**src/shared/pei_pkg.sv**
```systemverilog
package pei_pkg;
  // sizes of the event block
  localparam int PEI_QUADS = 2;
  localparam int PEI_PORTS = 4;
  localparam int PEI_NPORT = 8;
  localparam int PEI_DET_W = 4;
  localparam int PEI_PON_W = 2;
  localparam int PEI_SUP_W = 8;
  localparam int PEI_ADDR_W = 8;
  localparam int PEI_DATA_W = 8;
  // register offsets, one set per quad
  localparam logic [7:0] ADDR_IRQ_SUMMARY = 8'h00;
  localparam logic [7:0] ADDR_IRQ_SUMMARY_ENABLE = 8'h01;
  localparam logic [7:0] ADDR_POWER_CHANGE_EVENTS = 8'h02;
  localparam logic [7:0] ADDR_POWER_CHANGE_EVENTS_CLR = 8'h03;
  localparam logic [7:0] ADDR_CLASS_DETECT_EVENTS = 8'h04;
  localparam logic [7:0] ADDR_CLASS_DETECT_EVENTS_CLR = 8'h05;
  localparam logic [7:0] ADDR_DISCONNECT_POWERCUT_EVENTS = 8'h06;
  localparam logic [7:0] ADDR_DISCONNECT_POWERCUT_EVENTS_CLR = 8'h07;
  localparam logic [7:0] ADDR_OVERCURRENT_START_EVENTS = 8'h08;
  localparam logic [7:0] ADDR_OVERCURRENT_START_EVENTS_CLR = 8'h09;
  localparam logic [7:0] ADDR_SUPPLY_EVENTS = 8'h0A;
  localparam logic [7:0] ADDR_SUPPLY_EVENTS_CLR = 8'h0B;
  localparam logic [7:0] ADDR_TURN_ON_FAULT_CODES = 8'h24;
  localparam logic [7:0] ADDR_TURN_ON_FAULT_CODES_CLR = 8'h25;
  // reset values
  localparam logic [7:0] RST_IRQ_SUMMARY_ENABLE = 8'h80;
  localparam logic [7:0] RST_EVENTS = 8'h00;
  localparam logic [7:0] RST_SUPPLY_EVENTS = 8'h10;
  localparam logic [7:0] READ_ZERO = 8'h00;
  localparam logic [15:0] RST_DET_PREV = 16'h0000;
  // summary bit positions
  localparam int SUM_SUPPLY = 7;
  localparam int SUM_START = 6;
  localparam int SUM_POWER_CURRENT = 5;
  localparam int SUM_CLASS = 4;
  localparam int SUM_DETECT = 3;
  localparam int SUM_DISCONNECT = 2;
  localparam int SUM_POWER_GOOD = 1;
  localparam int SUM_POWER_ENABLE = 0;
  // supply_events register fields
  localparam int SUP_OSS_BIT = 1;
  localparam int SUP_PCUT_LO = 2;
  localparam int SUP_PCUT_HI = 3;
  localparam int SUP_FAIL_LO = 4;
  localparam int SUP_FAIL_HI = 7;
  // detection result of a good signature
  localparam logic [3:0] VALID_SIGNATURE = 4'h4;
endpackage

```
**src/design/pei_event_irq.sv**
```systemverilog
`timescale 1ns/1ps
module pei_event_irq (
  input wire logic I_MCLK,
  input wire logic I_RST,
  input wire logic [pei_pkg::PEI_NPORT-1:0] I_POWER_GOOD,
  input wire logic [pei_pkg::PEI_NPORT-1:0] I_POWER_ENABLE,
  input wire logic [pei_pkg::PEI_NPORT-1:0] I_DETECT_COMPLETE,
  input wire logic [pei_pkg::PEI_NPORT*pei_pkg::PEI_DET_W-1:0] I_DETECT_STATUS,
  input wire logic [pei_pkg::PEI_NPORT-1:0] I_CLASS_COMPLETE,
  input wire logic [pei_pkg::PEI_NPORT-1:0] I_MPS_DISCONNECT,
  input wire logic [pei_pkg::PEI_NPORT-1:0] I_POWER_CUT_TWO_PAIR,
  input wire logic [pei_pkg::PEI_NPORT-1:0] I_OVERCURRENT_TIMEOUT,
  input wire logic [pei_pkg::PEI_NPORT-1:0] I_START_FAULT,
  input wire logic [pei_pkg::PEI_NPORT-1:0] I_TURN_ON_FAULT_VALID,
  input wire logic [pei_pkg::PEI_NPORT*pei_pkg::PEI_PON_W-1:0] I_TURN_ON_FAULT_CODE,
  input wire logic [pei_pkg::PEI_QUADS*pei_pkg::PEI_SUP_W-1:0] I_SUPPLY_SET,
  input wire logic [pei_pkg::PEI_NPORT-1:0] I_SHUTDOWN_MODE,
  input wire logic [pei_pkg::PEI_NPORT-1:0] I_PUSHBUTTON_POWER_OFF,
  input wire logic [pei_pkg::PEI_NPORT-1:0] I_PUSHBUTTON_PORT_RESET,
  input wire logic [pei_pkg::PEI_NPORT-1:0] I_EMERGENCY_SHUTDOWN,
  input wire logic [pei_pkg::PEI_QUADS-1:0] I_QUAD_RESET,
  input wire logic [pei_pkg::PEI_QUADS-1:0] I_CLEAR_ALL_EVENTS,
  input wire logic I_DETECT_CHANGE_ONLY,
  input wire logic I_REG_QUAD,
  input wire logic [pei_pkg::PEI_ADDR_W-1:0] I_REG_ADDR,
  input wire logic I_REG_RD,
  input wire logic I_REG_WR,
  input wire logic [pei_pkg::PEI_DATA_W-1:0] I_REG_WDATA,
  output logic [pei_pkg::PEI_DATA_W-1:0] O_REG_RDATA,
  output logic O_REG_RVALID,
  output logic O_IRQ_OUT_N
);
  import pei_pkg::*;

  // one port flag into both nibbles of an event register
  function automatic logic [7:0] nib_mask(input logic [3:0] p);
    nib_mask = {p, p};
  endfunction

  // one port flag onto its two-bit code field
  function automatic logic [7:0] pair_mask(input logic [3:0] p);
    pair_mask = {p[3], p[3], p[2], p[2], p[1], p[1], p[0], p[0]};
  endfunction

  // detect done, optionally only on a changed result
  function automatic logic det_event(input logic done, input logic only_chg,
                                     input logic [3:0] now, input logic [3:0] prev);
    det_event = done && (!only_chg || (now != prev));
  endfunction

  // sticky update: a set in the clearing cycle survives
  function automatic logic [7:0] sticky(input logic [7:0] cur, input logic [7:0] clr,
                                        input logic [7:0] set);
    sticky = (cur & ~clr) | set;
  endfunction

  wire logic [PEI_QUADS*PEI_DATA_W-1:0] rd_all;
  wire logic [PEI_QUADS-1:0] quad_int;
  logic [PEI_DATA_W-1:0] rd_sel;
  wire logic irq_n_next;

  logic [PEI_DATA_W-1:0] rdata_reg;
  logic rvalid_reg;
  logic irq_n_reg;

  genvar q;
  genvar p;
  for (q = 0; q < PEI_QUADS; q++) begin : g_quad
    localparam int LO = q * PEI_PORTS;

    logic [7:0] enable_reg;
    logic [7:0] pwr_reg;
    logic [7:0] cd_reg;
    logic [7:0] dp_reg;
    logic [7:0] os_reg;
    logic [7:0] sup_reg;
    logic [7:0] pon_reg;
    logic [3:0] pg_prev_reg;
    logic [3:0] pe_prev_reg;
    logic [15:0] det_prev_reg;

    wire logic [3:0] pg_now = I_POWER_GOOD[LO +: PEI_PORTS];
    wire logic [3:0] pe_now = I_POWER_ENABLE[LO +: PEI_PORTS];
    wire logic [15:0] det_now = I_DETECT_STATUS[LO*PEI_DET_W +: PEI_PORTS*PEI_DET_W];
    wire logic [3:0] det_set;
    wire logic [3:0] sig_ok;
    wire logic [15:0] det_prev_next;

    // register access for this quad
    wire logic sel = (I_REG_QUAD == 1'(q));
    wire logic rd_hit = I_REG_RD && sel;
    wire logic wr_enable = I_REG_WR && sel && (I_REG_ADDR == ADDR_IRQ_SUMMARY_ENABLE);
    wire logic cor_pwr = rd_hit && (I_REG_ADDR == ADDR_POWER_CHANGE_EVENTS_CLR);
    wire logic cor_cd = rd_hit && (I_REG_ADDR == ADDR_CLASS_DETECT_EVENTS_CLR);
    wire logic cor_dp = rd_hit && (I_REG_ADDR == ADDR_DISCONNECT_POWERCUT_EVENTS_CLR);
    wire logic cor_os = rd_hit && (I_REG_ADDR == ADDR_OVERCURRENT_START_EVENTS_CLR);
    wire logic cor_sup = rd_hit && (I_REG_ADDR == ADDR_SUPPLY_EVENTS_CLR);
    wire logic cor_pon = rd_hit && (I_REG_ADDR == ADDR_TURN_ON_FAULT_CODES_CLR);

    // per-port and whole-quad clears
    wire logic quad_clr = I_QUAD_RESET[q] || I_CLEAR_ALL_EVENTS[q];
    wire logic [3:0] port_clr = I_SHUTDOWN_MODE[LO +: PEI_PORTS]
                              | I_PUSHBUTTON_POWER_OFF[LO +: PEI_PORTS]
                              | I_PUSHBUTTON_PORT_RESET[LO +: PEI_PORTS]
                              | I_EMERGENCY_SHUTDOWN[LO +: PEI_PORTS]
                              | {PEI_PORTS{quad_clr}};
    wire logic oss_now = |I_EMERGENCY_SHUTDOWN[LO +: PEI_PORTS];

    // the power change detectors sample a one-clock-old copy of power good and power enable
    wire logic [3:0] pg_chg = pg_now ^ pg_prev_reg;
    wire logic [3:0] pe_chg = pe_now ^ pe_prev_reg;
    wire logic [7:0] pwr_set = {pg_chg, pe_chg};

    for (p = 0; p < PEI_PORTS; p++) begin : g_port
      wire logic [3:0] det_p = det_now[p*PEI_DET_W +: PEI_DET_W];
      wire logic [3:0] prev_p = det_prev_reg[p*PEI_DET_W +: PEI_DET_W];
      assign det_set[p] = det_event(I_DETECT_COMPLETE[LO+p], I_DETECT_CHANGE_ONLY,
                                    det_p, prev_p);
      assign sig_ok[p] = (det_p == VALID_SIGNATURE);
      assign det_prev_next[p*PEI_DET_W +: PEI_DET_W] = I_DETECT_COMPLETE[LO+p] ? det_p : prev_p;
    end

    // class done without a good signature would be a stale result, so drop it
    wire logic [3:0] cls_set = I_CLASS_COMPLETE[LO +: PEI_PORTS] & sig_ok;
    wire logic [7:0] cd_set = {cls_set, det_set};
    wire logic [7:0] dp_set = {I_MPS_DISCONNECT[LO +: PEI_PORTS],
                               I_POWER_CUT_TWO_PAIR[LO +: PEI_PORTS]};
    wire logic [7:0] os_set = {I_OVERCURRENT_TIMEOUT[LO +: PEI_PORTS],
                               I_START_FAULT[LO +: PEI_PORTS]};
    wire logic [7:0] sup_in = I_SUPPLY_SET[q*PEI_SUP_W +: PEI_SUP_W];
    wire logic [7:0] sup_set = {sup_in[7:2], sup_in[SUP_OSS_BIT] | oss_now, sup_in[0]};
    wire logic [7:0] pon_set = pair_mask(I_TURN_ON_FAULT_VALID[LO +: PEI_PORTS])
                             & I_TURN_ON_FAULT_CODE[LO*PEI_PON_W +: PEI_PORTS*PEI_PON_W];

    // clear masks; the supply register only clears as a whole
    wire logic [7:0] pclr = nib_mask(port_clr);
    wire logic [7:0] pwr_clr = pclr | {8{cor_pwr}};
    wire logic [7:0] cd_clr = pclr | {8{cor_cd}};
    wire logic [7:0] dp_clr = pclr | {8{cor_dp}};
    wire logic [7:0] os_clr = pclr | {8{cor_os}};
    wire logic [7:0] sup_clr = {8{quad_clr | cor_sup}};
    wire logic [7:0] pon_clr = pair_mask(port_clr) | {8{cor_pon}};

    wire logic [7:0] pwr_next = sticky(pwr_reg, pwr_clr, pwr_set);
    wire logic [7:0] cd_next = sticky(cd_reg, cd_clr, cd_set);
    wire logic [7:0] dp_next = sticky(dp_reg, dp_clr, dp_set);
    wire logic [7:0] os_next = sticky(os_reg, os_clr, os_set);
    wire logic [7:0] sup_next = sticky(sup_reg, sup_clr, sup_set);
    wire logic [7:0] pon_next = sticky(pon_reg, pon_clr, pon_set);
    wire logic [7:0] enable_next = wr_enable ? I_REG_WDATA : enable_reg;

    // summary is pure OR of live event bits, so it falls only when all feeders are zero
    wire logic [7:0] summary;
    assign summary[SUM_SUPPLY] = |sup_reg[SUP_FAIL_HI:SUP_FAIL_LO];
    assign summary[SUM_START] = (|os_reg[3:0]) | (|pon_reg);
    assign summary[SUM_POWER_CURRENT] = (|os_reg[7:4]) | (|dp_reg[3:0])
                                      | (|sup_reg[SUP_PCUT_HI:SUP_PCUT_LO]);
    assign summary[SUM_CLASS] = |cd_reg[7:4];
    assign summary[SUM_DETECT] = |cd_reg[3:0];
    assign summary[SUM_DISCONNECT] = (|dp_reg[7:4]) | sup_reg[SUP_OSS_BIT];
    assign summary[SUM_POWER_GOOD] = |pwr_reg[7:4];
    assign summary[SUM_POWER_ENABLE] = |pwr_reg[3:0];

    assign quad_int[q] = |(summary & enable_reg);

    // both copies return the same bits; only the odd address clears
    logic [7:0] rd_q;
    always_comb begin
      if (I_REG_ADDR == ADDR_IRQ_SUMMARY) begin
        rd_q = summary;
      end else if (I_REG_ADDR == ADDR_IRQ_SUMMARY_ENABLE) begin
        rd_q = enable_reg;
      end else if (I_REG_ADDR == ADDR_POWER_CHANGE_EVENTS) begin
        rd_q = pwr_reg;
      end else if (I_REG_ADDR == ADDR_POWER_CHANGE_EVENTS_CLR) begin
        rd_q = pwr_reg;
      end else if (I_REG_ADDR == ADDR_CLASS_DETECT_EVENTS) begin
        rd_q = cd_reg;
      end else if (I_REG_ADDR == ADDR_CLASS_DETECT_EVENTS_CLR) begin
        rd_q = cd_reg;
      end else if (I_REG_ADDR == ADDR_DISCONNECT_POWERCUT_EVENTS) begin
        rd_q = dp_reg;
      end else if (I_REG_ADDR == ADDR_DISCONNECT_POWERCUT_EVENTS_CLR) begin
        rd_q = dp_reg;
      end else if (I_REG_ADDR == ADDR_OVERCURRENT_START_EVENTS) begin
        rd_q = os_reg;
      end else if (I_REG_ADDR == ADDR_OVERCURRENT_START_EVENTS_CLR) begin
        rd_q = os_reg;
      end else if (I_REG_ADDR == ADDR_SUPPLY_EVENTS) begin
        rd_q = sup_reg;
      end else if (I_REG_ADDR == ADDR_SUPPLY_EVENTS_CLR) begin
        rd_q = sup_reg;
      end else if (I_REG_ADDR == ADDR_TURN_ON_FAULT_CODES) begin
        rd_q = pon_reg;
      end else if (I_REG_ADDR == ADDR_TURN_ON_FAULT_CODES_CLR) begin
        rd_q = pon_reg;
      end else begin
        rd_q = READ_ZERO;
      end
    end
    assign rd_all[q*PEI_DATA_W +: PEI_DATA_W] = rd_q;

    // host-written enable; a read in the same cycle still sees the old value
    always_ff @(posedge I_MCLK) begin
      if (I_RST) begin
        enable_reg <= RST_IRQ_SUMMARY_ENABLE;
      end else begin
        enable_reg <= enable_next;
      end
    end

    always_ff @(posedge I_MCLK) begin
      if (I_RST) begin
        pwr_reg <= RST_EVENTS;
      end else begin
        pwr_reg <= pwr_next;
      end
    end

    always_ff @(posedge I_MCLK) begin
      if (I_RST) begin
        cd_reg <= RST_EVENTS;
      end else begin
        cd_reg <= cd_next;
      end
    end

    always_ff @(posedge I_MCLK) begin
      if (I_RST) begin
        dp_reg <= RST_EVENTS;
      end else begin
        dp_reg <= dp_next;
      end
    end

    always_ff @(posedge I_MCLK) begin
      if (I_RST) begin
        os_reg <= RST_EVENTS;
      end else begin
        os_reg <= os_next;
      end
    end

    // supply monitor comes up flagged, so the pin asserts until the host reads its clearing copy
    always_ff @(posedge I_MCLK) begin
      if (I_RST) begin
        sup_reg <= RST_SUPPLY_EVENTS;
      end else begin
        sup_reg <= sup_next;
      end
    end

    always_ff @(posedge I_MCLK) begin
      if (I_RST) begin
        pon_reg <= RST_EVENTS;
      end else begin
        pon_reg <= pon_next;
      end
    end

    // previous-value copies for the change detectors
    always_ff @(posedge I_MCLK) begin
      if (I_RST) begin
        pg_prev_reg <= 4'h0;
      end else begin
        pg_prev_reg <= pg_now;
      end
    end

    always_ff @(posedge I_MCLK) begin
      if (I_RST) begin
        pe_prev_reg <= 4'h0;
      end else begin
        pe_prev_reg <= pe_now;
      end
    end

    always_ff @(posedge I_MCLK) begin
      if (I_RST) begin
        det_prev_reg <= RST_DET_PREV;
      end else begin
        det_prev_reg <= det_prev_next;
      end
    end
  end

  always_comb begin
    if (I_REG_QUAD) begin
      rd_sel = rd_all[PEI_DATA_W +: PEI_DATA_W];
    end else begin
      rd_sel = rd_all[0 +: PEI_DATA_W];
    end
  end
  // pin follows event state one clock late, so a clearing read drops it next edge
  assign irq_n_next = ~(|quad_int);

  // data returns to zero between reads so a stuck strobe shows up
  always_ff @(posedge I_MCLK) begin
    if (I_RST) begin
      rdata_reg <= READ_ZERO;
    end else begin
      rdata_reg <= I_REG_RD ? rd_sel : READ_ZERO;
    end
  end

  always_ff @(posedge I_MCLK) begin
    if (I_RST) begin
      rvalid_reg <= 1'b0;
    end else begin
      rvalid_reg <= I_REG_RD;
    end
  end

  always_ff @(posedge I_MCLK) begin
    if (I_RST) begin
      irq_n_reg <= 1'b1;
    end else begin
      irq_n_reg <= irq_n_next;
    end
  end

  assign O_REG_RDATA = rdata_reg;
  assign O_REG_RVALID = rvalid_reg;
  assign O_IRQ_OUT_N = irq_n_reg;
endmodule

```
**config.mk**
```make
export PLATFORM = sky130hd
export DESIGN_NAME = pei_event_irq
export DESIGN_NICKNAME = d
export VERILOG_FILES = /design/src/shared/pei_pkg.sv /design/src/design/pei_event_irq.sv
export SDC_FILE = /design/constraint.sdc
export NUM_CORES = 1
export LEC_CHECK = 0
export BUFFER_PORTS_ARGS = -buffer_cell sky130_fd_sc_hd__clkbuf_2
export CAP_MARGIN = 30
export CELL_PAD_IN_SITES_DETAIL_PLACEMENT = 1
export CELL_PAD_IN_SITES_GLOBAL_PLACEMENT = 1
export CORE_UTILIZATION = 39
export DETAILED_ROUTE_END_ITERATION = 8
export GPL_TIMING_DRIVEN = 0
export PLACE_DENSITY_LB_ADDON = 0.1
export SETUP_SLACK_MARGIN = 0.15
export SLEW_MARGIN = 5
export SYNTH_ARGS = -nofsm -noshare
export SYNTH_HDL_FRONTEND = slang
export SYNTH_SLANG_ARGS = --single-unit
export TNS_END_PERCENT = 30
```
**constraint.sdc**
```tcl
create_clock -name I_MCLK -period 2.7 [get_ports I_MCLK]
set_input_delay 0.54 -clock I_MCLK [delete_from_list [all_inputs] [get_ports I_MCLK]]
set_output_delay 0.54 -clock I_MCLK [all_outputs]
set_load 0.005 [all_outputs]
```
==> out/metrics.yaml, run 1 <==
outcome: "finished clean"
setup_violations: 0
r2r_slack_ps: 520
cts_buffers: 17
fin_util: 0.4946
portBuffers: 193
netlist_area_mm2: 0.008090
top_layer: "met4"
slew_violations: 0
grt_usage: 0.3054
diodes: 0
post_drt_wl_per_cell_um: 21.90
num_vias: 8360
crit_chain: "clkbuf_2 > or4_1 > buf_6 > nor2_1 > clkbuf_1 > o21ai_0 > o21ai_0 > o2bb2ai_1"
gp_congestion: 0.9604
cts.sinks: 170
dr_wl_met3_um: 2316
cts_max_path_buffers: 2
synth.most_common_cell: "nor2_1"
setup_slack_ps: 167.1
insertion_delay_ps: 440
dieArea_mm2: 0.02132
vdd_drop_max_mv: 0.3813
initial_core_util: 0.3985
cap_violations: 0
max_freq_mhz: 394.8
final.setup_skew_ps: 18.58
cts.root.buffer_cell: "clkbuf_16"
finalPower_mw: 6.052
critical-path-slowest-cell: "or4_1"
drive_gt1_frac: 0.2189
worst_hold_slack_ps: 301.7
p_int_mw: 4.400
slew_headroom: 0.3527
via_per_inst: 5.699
place_area_mm2: 0.009394
grt_pass1_vias: 8557
yosysSeqAreaShare: 0.4207
synth_top_area_cell: "dfxtp_1"
cp_slowest_stage_delay_ps: 530
seqPwrFrac: 0.453
die_x_um: 146.0
cp-start-kind: "primary input"
clk_pin_slew_worst_paths_ps: 70
cts_tree: "built"
worst_pin_slew_ps: 970.9
core-area_mm2: 0.02030
post-cts-setup-buffers: 0
p_leak_nw: 4.350
swShare: 0.2730
nNetsFinal: 1378
ant_nets: 0
powerDensity_mw_per_mm2: 602.8
crit_top_cell: "o21ai_0"
hold_viol: 0
p_comb_frac: 0.128
period_share: 0.9381
crit_family: "buffers and inverters"
p_sw_mw: 1.652
wirelength_um: 32130
die_h_um: 146.0
fin_area_mm2: 0.01004
synth_top_area_frac: 0.4207
p_clk_frac: 0.419
finalSetupTns_ps: 0
grt_pass1_wl_um: 49360
synth-seq-cells: 170
required_ps: 2990
synth_edf_count: 0
dr_wl_met2_um: 14830
setup.worst_path.class: "in2reg"
grt_overflow: 0
hp-class: "in2reg"
synthTopCellsByArea: "dfxtp_1 42%, nor2_1 9.7%, mux2i_1 6.2%"
synth_cells: 972
grt_antenna_before_repair: 0
min_period_ps: 2533
dpl_worst_slack_ps: -480.1
yosys-top-cells-count: "209 x nor2_1, 170 x dfxtp_1, 85 x a21oi_1, 50 x mux2i_1, 46 x clkbuf_1"
hpwl_um: 24850
synth_async_sr_flop_share: 0
regArea_mm2: 0.003403
synth_warnings: 0
final_cells: 1467
syn_avg_cell_area_um2: 8.323
crit_buf_inv: 3
rsz0062_at_grt: "yes"
fill_cells: 2518
drt_iter0_drc: 650
largest_reg_flops: 32
dp.cells: 1435
multi_input_area_mm2: 0.004447
drcViolationCount: 0
ys.flop_type: "dfxtp_1"
crit_fanout: 10
firstDrtPassIters: 5
ctsHoldBuffers: 0
pin_count: 204
grt_max_degree: 17
critPathCaptureType: "flip-flop"
met1_length_um: 14260
h-tree-depth: 4
cp_data_arrival_time_ps: 2820
synthToLayoutAreaGrowth_pct: 24.09
ys_types: 61
fp-row-count: 52
synth_fp_nets: 1166
-- cell type report --
| type | count | share of cell area |
|---|---|---|
| repair buffers | 193 | 0.09621 |
| clock buffers | 20 | 0.04649 |
| inverters | 11 | 0.004113 |
| multi-input cells | 734 | 0.4429 |
| well taps | 270 | 0.03365 |
| plain buffers | 57 | 0.02393 |
| flip-flops and latches | 170 | 0.3390 |
| clock inverters | 12 | 0.01371 |
-- worst paths after layout --
check                            start              endpoint  depth (start not counted)
hold / removal         I_SUPPLY_SET[4]  g_quad[0].sup_reg[4]                          2
setup reg to reg   g_quad[0].dp_reg[4]        O_REG_RDATA[2]                          5
setup / recovery         I_REG_ADDR[7]        O_REG_RDATA[4]                          8
hold reg to reg   g_quad[0].sup_reg[4]  g_quad[0].sup_reg[4]                          1
-- power by group through the flow --
stage	logic, mW	registers (mW)	clock network, mW
2_1_floorplan	0.424	2.75	0
3_3_place_gp	0.744	2.79	0
3_5_place_dp	0.757	2.80	0
4_1_cts	0.766	2.74	2.57
5_1_grt	0.847	2.75	2.66
6_report	0.774	2.74	2.54
-- placed cells by master, fill, tap and decap left out, drive strengths merged, types with 28 or more instances in the layout --
master  count
clkbuf    259
nor2      209
dfxtp     170
a21oi      85
mux2i      50
xor2       40
a22oi      37
nand2      37
nor3       36
o21ai      28
-- logic make-up after synthesis --
family	count (synthesis)	share of synthesized area
simple gates	393	0.2290
compound gates	239	0.1955
flops	170	0.4207
buf+inv	68	0.03402
mux	54	0.06882
xor+xnor	48	0.05196
-- routing by layer --
layer | vias up | global-route usage
met5 | - | 0
li1 | 3927 | -
met1 | 4041 | 0.3995
met4 | 0 | 0.1078
met2 | 349 | 0.5005
met3 | 43 | 0.06156
-- what timing repair did --
item                                   in CTS  in global routing
gates resized for setup                     4                  9
endpoints found under the hold margin       0                  0
setup endpoints to repair                  23                 33
(Power assumes the default switching activity.)
==> run 2, diff against run 1 <==
--- a/config.mk
+++ b/config.mk
@@ -11,8 +11,7 @@
 export CELL_PAD_IN_SITES_GLOBAL_PLACEMENT = 1
 export CORE_UTILIZATION = 39
 export DETAILED_ROUTE_END_ITERATION = 8
-export GPL_TIMING_DRIVEN = 0
-export PLACE_DENSITY_LB_ADDON = 0.1
+export PLACE_DENSITY = 0.9
 export SETUP_SLACK_MARGIN = 0.15
 export SLEW_MARGIN = 5
 export SYNTH_ARGS = -nofsm -noshare
==> out/metrics.yaml, run 2 (synthesis results as in run 1) <==
hp-start: "I_SUPPLY_SET[4]"  # unchanged
synthToLayoutAreaGrowth_pct: 24.76  # was 24.09%
wirelength_um: 31520  # was 32,130 µm
post-cts-setup-buffers: 0  # unchanged
core-area_mm2: 0.02030  # unchanged
final_cells: 1457  # was 1,467
num_vias: 8560  # was 8,360
cp-start-kind: "primary input"  # unchanged
grt_pass1_vias: 8927  # was 8,557
via_per_inst: 5.875  # was 5.699
fp-row-count: 52  # unchanged
dp.cells: 1425  # was 1,435
grt_antenna_before_repair: 0  # unchanged
final_common_cell: "nor2_1"  # unchanged
setup_violations: 0  # unchanged
powerDensity_mw_per_mm2: 589.3  # was 602.8 mW/mm²
hp-class: "in2reg"  # unchanged
reg2reg_depth: 5  # unchanged
diodes: 0  # unchanged
cts.root.buffer_cell: "clkbuf_16"  # unchanged
die_x_um: 146.0  # unchanged
hold_viol: 0  # unchanged
finalSetupTns_ps: 0  # unchanged
post_drt_wl_per_cell_um: 21.63  # was 21.90 µm
worst_r2r_endpoint: "O_REG_RDATA[2]"  # unchanged
cts_tree: "built"  # unchanged
nNetsFinal: 1368  # was 1,378
worst_hold_slack_ps: 288.9  # was 301.7 ps
drt_iter0_drc: 827  # was 650
drive_gt1_frac: 0.2426  # was 0.2189
p_sw_mw: 1.687  # was 1.652 mW
drcViolationCount: 0  # unchanged
firstDrtPassIters: 7  # was 5
slew_violations: 0  # unchanged
grt_overflow: 0  # unchanged
post_cts_resized: 0  # was 4
gp_congestion: 0.9313  # was 0.9604
hpwl_um: 23650  # was 24,850 µm
cts_buffers: 17  # unchanged
hold_depth: 2  # unchanged
ctsHoldBuffers: 0  # unchanged
grt_max_degree: 162  # was 17
die_h_um: 146.0  # unchanged
ant_nets: 0  # unchanged
max_freq_mhz: 445.0  # was 394.8 MHz
swShare: 0.2837  # was 0.2730
grt_usage: 0.2985  # was 0.3054
setup.worst_path.class: "in2reg"  # unchanged
p_clk_frac: 0.407  # was 0.419
slew_headroom: 0.4925  # was 0.3527
crit_fanout: 19  # was 10
vdd_drop_max_mv: 0.3886  # was 0.3813 mV
endpoint: "O_REG_RDATA[1]"  # was O_REG_RDATA[4]
mostFrequentLayoutCells: "209 x nor2_1, 202 x clkbuf_2, 170 x dfxtp_1"  # was 209 x nor2_1, 197 x clkbuf_2, 170 x dfxtp_1
insertion_delay_ps: 440  # about the same
worstReg2RegStart: "g_quad[0].dp_reg[4]"  # unchanged
largest_reg_flops: 32  # unchanged
clk_pin_slew_worst_paths_ps: 70  # about the same
p_leak_nw: 4.473  # was 4.350 nW
initial_core_util: 0.3985  # unchanged
dieArea_mm2: 0.02132  # unchanged
rsz0062_at_grt: "no"  # was yes
cts_max_path_buffers: 2  # unchanged
min_period_ps: 2247  # was 2533 ps
pin_count: 204  # unchanged
critPathCaptureType: "flip-flop"  # unchanged
p_int_mw: 4.261  # was 4.400 mW
seqPwrFrac: 0.462  # was 0.453
h-tree-depth: 4  # unchanged
period_share: 0.8322  # was 0.9381
startpoint: "I_REG_ADDR[7]"  # unchanged
cp_data_arrival_time_ps: 2600  # was 2820 ps
worst_pin_slew_ps: 754.4  # was 970.9 ps
cap_violations: 0  # unchanged
final.setup_skew_ps: 9.019  # was 18.58 ps
grt_pass1_wl_um: 49090  # was 49,360 µm
r2r_slack_ps: 530  # was 520 ps
required_ps: 3050  # was 2990 ps
outcome: "finished clean"  # unchanged
p_comb_frac: 0.131  # was 0.128
cts.sinks: 170  # unchanged
portBuffers: 203  # was 193
fill_cells: 2494  # was 2,518
-- run 2: cell types whose count changed in the layout (fill, tap and decap cells not counted), sizes merged --
cell / before / now
inv: 13 / 18
bufinv: 2 / 1
clkbuf: 259 / 220
buf: 11 / 38
clkinv: 6 / 5
clkinvlp: 2 / 1
-- run 2: how the worst min path moves through the flow --
stage          slack (ps)                      end
5_1_grt               300     g_quad[0].sup_reg[4]
2_1_floorplan         440  g_quad[1].enable_reg[7]
3_3_place_gp          450  g_quad[1].enable_reg[7]
6_report              290     g_quad[0].sup_reg[4]
3_5_place_dp          470  g_quad[1].enable_reg[7]
4_1_cts               280     g_quad[0].sup_reg[4]
-- run 2: final cells by class --
cell class	instances	area (µm²)	share of cell area
clock buffer	18	429.2	0.04252
tap	270	337.8	0.03347
sequential	170	3403	0.3372
multi-input combinational	734	4412	0.4371
timing repair buffer	240	1334	0.1321
clock inverter	14	136.4	0.01351
inverter	11	41.29	0.004091
-- run 2: power by group through the flow --
stage / Sequential, mW / Clock, mW / Combinational, mW
final: 2.75 / 2.42 / 0.778
after global routing: 2.76 / 2.55 / 0.843
after CTS: 2.74 / 2.44 / 0.769
after detailed placement: 2.80 / 0 / 0.752
after global placement: 2.79 / 0 / 0.728
after floorplan: 2.75 / 0 / 0.424
-- run 2: stage by stage --
step / area (µm²) / utilization / setup slack [ps] / total power, mW
2_1_floorplan: 8090 / - / 446.8 / 3.174
3_3_place_gp: 9528 / 0.4694 / 174.3 / 3.518
3_5_place_dp: 9528 / 0.4694 / 121.3 / 3.549
4_1_cts: 10090 / 0.4972 / 542.6 / 5.946
5_1_grt: 10090 / 0.4972 / 368.9 / 6.145
6_report: 10090 / 0.4972 / 453.0 / 5.948
-- run 2: layer usage --
metal | part of all wire | vias up | wire [µm] | track usage
met3 | 0.069 | 86 | 2161 | 0.06125
li1 | - | 3912 | - | -
met2 | 0.49 | 397 | 15300 | 0.5048
met5 | 0 | - | 0 | 0
met1 | 0.41 | 4165 | 12860 | 0.3698
met4 | 0.038 | 0 | 1197 | 0.1234
-- run 2: worst max-delay path, cell delays in order --
cell	delay (ps)
clkbuf_2	100
or4_1	590
buf_12	200
nor3_1	460
o311ai_0	250
a31o_2	300
a21oi_1	160
==> run 3, diff against run 2 <==
==> constraint.sdc (replaced) <==
create_clock -name I_MCLK -period 2.35 [get_ports I_MCLK]
set_input_delay 0.47 -clock I_MCLK [delete_from_list [all_inputs] [get_ports I_MCLK]]
set_output_delay 0.47 -clock I_MCLK [all_outputs]
set_load 0.005 [all_outputs]
==> out/metrics.yaml, run 3 (synthesis results as in run 1) <==
grt_antenna_before_repair: 0  # unchanged
seqPwrFrac: 0.461  # was 0.462
cts.root.buffer_cell: "clkbuf_16"  # unchanged
h-tree-depth: 4  # unchanged
post_drt_wl_per_cell_um: 21.11  # was 21.63 µm
mostFrequentLayoutCells: "209 x nor2_1, 202 x clkbuf_2, 170 x dfxtp_1"  # unchanged
crit_fanout: 3  # was 19
r2r_slack_ps: 250  # was 530 ps
cts_max_path_buffers: 2  # unchanged
min_period_ps: 2100
clk_pin_slew_worst_paths_ps: 70  # about the same
die_x_um: 146.0  # unchanged
hp-start: "I_SUPPLY_SET[4]"  # unchanged
regArea_mm2: 0.003403  # unchanged
hp-class: "in2reg"  # unchanged
final_common_cell: "nor2_1"  # unchanged
wirelength_um: 31260  # was 31,520 µm
drcViolationCount: 0  # unchanged
drive_gt1_frac: 0.2560  # was 0.2426
num_vias: 8532  # was 8,560
period_share: 0.8936
required_ps: 2660  # was 3050 ps
multi_input_area_mm2: 0.004417  # was 0.004412 mm²
grt_overflow: 0  # unchanged
worst_pin_slew_ps: 736.0  # was 754.4 ps
worstReg2RegStart: "g_quad[0].dp_reg[7]"  # was g_quad[0].dp_reg[4]
final.setup_skew_ps: 7.476  # was 9.019 ps
swShare: 0.2707  # was 0.2837
fp-row-count: 52  # unchanged
place_area_mm2: 0.009728  # was 0.009528 mm²
hpwl_um: 23610  # was 23,650 µm
slew_violations: 0  # unchanged
initial_core_util: 0.3985  # unchanged
finalSetupTns_ps: 0  # unchanged
cp_data_arrival_time_ps: 2410  # was 2600 ps
grt_pass1_vias: 8989  # was 8,927
final_cells: 1481  # was 1,457
nNetsFinal: 1393  # was 1,368
hold_viol: 0  # unchanged
vdd_drop_max_mv: 0.4131  # was 0.3886 mV
cts_tree: "built"  # unchanged
diodes: 0  # unchanged
core-area_mm2: 0.02030  # unchanged
p_leak_nw: 4.581  # was 4.473 nW
rsz0062_at_grt: "no"  # unchanged
pin_count: 204  # unchanged
powerDensity_mw_per_mm2: 665.4  # was 589.3 mW/mm²
dieArea_mm2: 0.02132  # unchanged
grt_usage: 0.2946  # was 0.2985
grt_pass1_wl_um: 48490  # was 49,090 µm
p_int_mw: 4.995  # was 4.261 mW
grt_max_degree: 162  # unchanged
critPathCaptureType: "flip-flop"  # unchanged
ant_nets: 0  # unchanged
cap_violations: 0  # unchanged
startpoint: "g_quad[0].dp_reg[7]"  # was I_REG_ADDR[7]
slew_headroom: 0.5094  # was 0.4925
cts_buffers: 17  # unchanged
insertion_delay_ps: 440  # about the same
via_per_inst: 5.761  # was 5.875
p_sw_mw: 1.854  # was 1.687 mW
max_freq_mhz: 476.2
p_clk_frac: 0.406  # was 0.407
fill_cells: 2539  # was 2,494
cts.sinks: 170  # unchanged
gp_congestion: 0.9510  # was 0.9313
die_h_um: 146.0  # unchanged
fin_area_mm2: 0.01029  # was 0.01009 mm²
setup_violations: 0  # unchanged
setup.worst_path.class: "reg2reg"  # was in2reg
dp.cells: 1450  # was 1,425
p_comb_frac: 0.133  # was 0.131
drt_iter0_drc: 594  # was 827
firstDrtPassIters: 5  # was 7
dpl_worst_slack_ps: -39.74  # was 121.3 ps
largest_reg_flops: 32  # unchanged
outcome: "finished clean"  # unchanged
cp-start-kind: "flip-flop"  # was primary input
portBuffers: 203  # unchanged
synthToLayoutAreaGrowth_pct: 27.22  # was 24.76%
ctsHoldBuffers: 0  # unchanged
finalPower_mw: 6.849  # was 5.948 mW
setup_slack_ps: 250.1  # was 453.0 ps
[run 3: power groups by stage]
stage          registers, mW  logic [mW]  clock network [mW]
6_report                3.15       0.910                2.78
5_1_grt                 3.17       0.987                2.91
4_1_cts                 3.15       0.901                2.81
3_5_place_dp            3.21       0.887                   0
3_3_place_gp            3.20       0.861                   0
2_1_floorplan           3.16       0.488                   0
[run 3: worst paths after layout]
kind                                                end  cells past startpoint
worst max-delay path                     O_REG_RDATA[2]                      5
worst min-delay path               g_quad[0].sup_reg[4]                      2
worst max register to register           O_REG_RDATA[2]                      5
worst min register to register  g_quad[1].enable_reg[7]                      1
[run 3: what timing repair did]
| action | CTS | global route |
|---|---|---|
| resized for setup | 0 | 1 |
| buffers inserted | 0 | 0 |
| setup endpoints to repair | 0 | 1 |
[run 3: per-layer routing]
metal / GRT usage / share of wire
met5: 0 / 0
met4: 0.1328 / 0.033
met3: 0.05750 / 0.066
met2: 0.4976 / 0.48
met1: 0.3632 / 0.42
[run 3: cell type report]
class / count / area share
multi-input combinational: 734 / 0.4291
tap: 270 / 0.03282
inverter: 11 / 0.004012
sequential: 170 / 0.3307
clock inverter: 10 / 0.01155
timing repair buffer: 265 / 0.1490
clock buffer: 21 / 0.04279
[run 3: worst max-delay path, cell delays in order (launching register included)]
cell	delay (ps)
dfxtp_1	330
or4_1	560
or3_1	360
mux4_2	490
a22oi_2	160
a211oi_1	70
[run 3: through the flow]
step                hold WS [ps]    util
detailed placement         449.4  0.4792
global route               230.7  0.5070
floorplan                  435.4       -
global placement           442.8  0.4792
finish                     240.3  0.5070
CTS                        231.9  0.5068
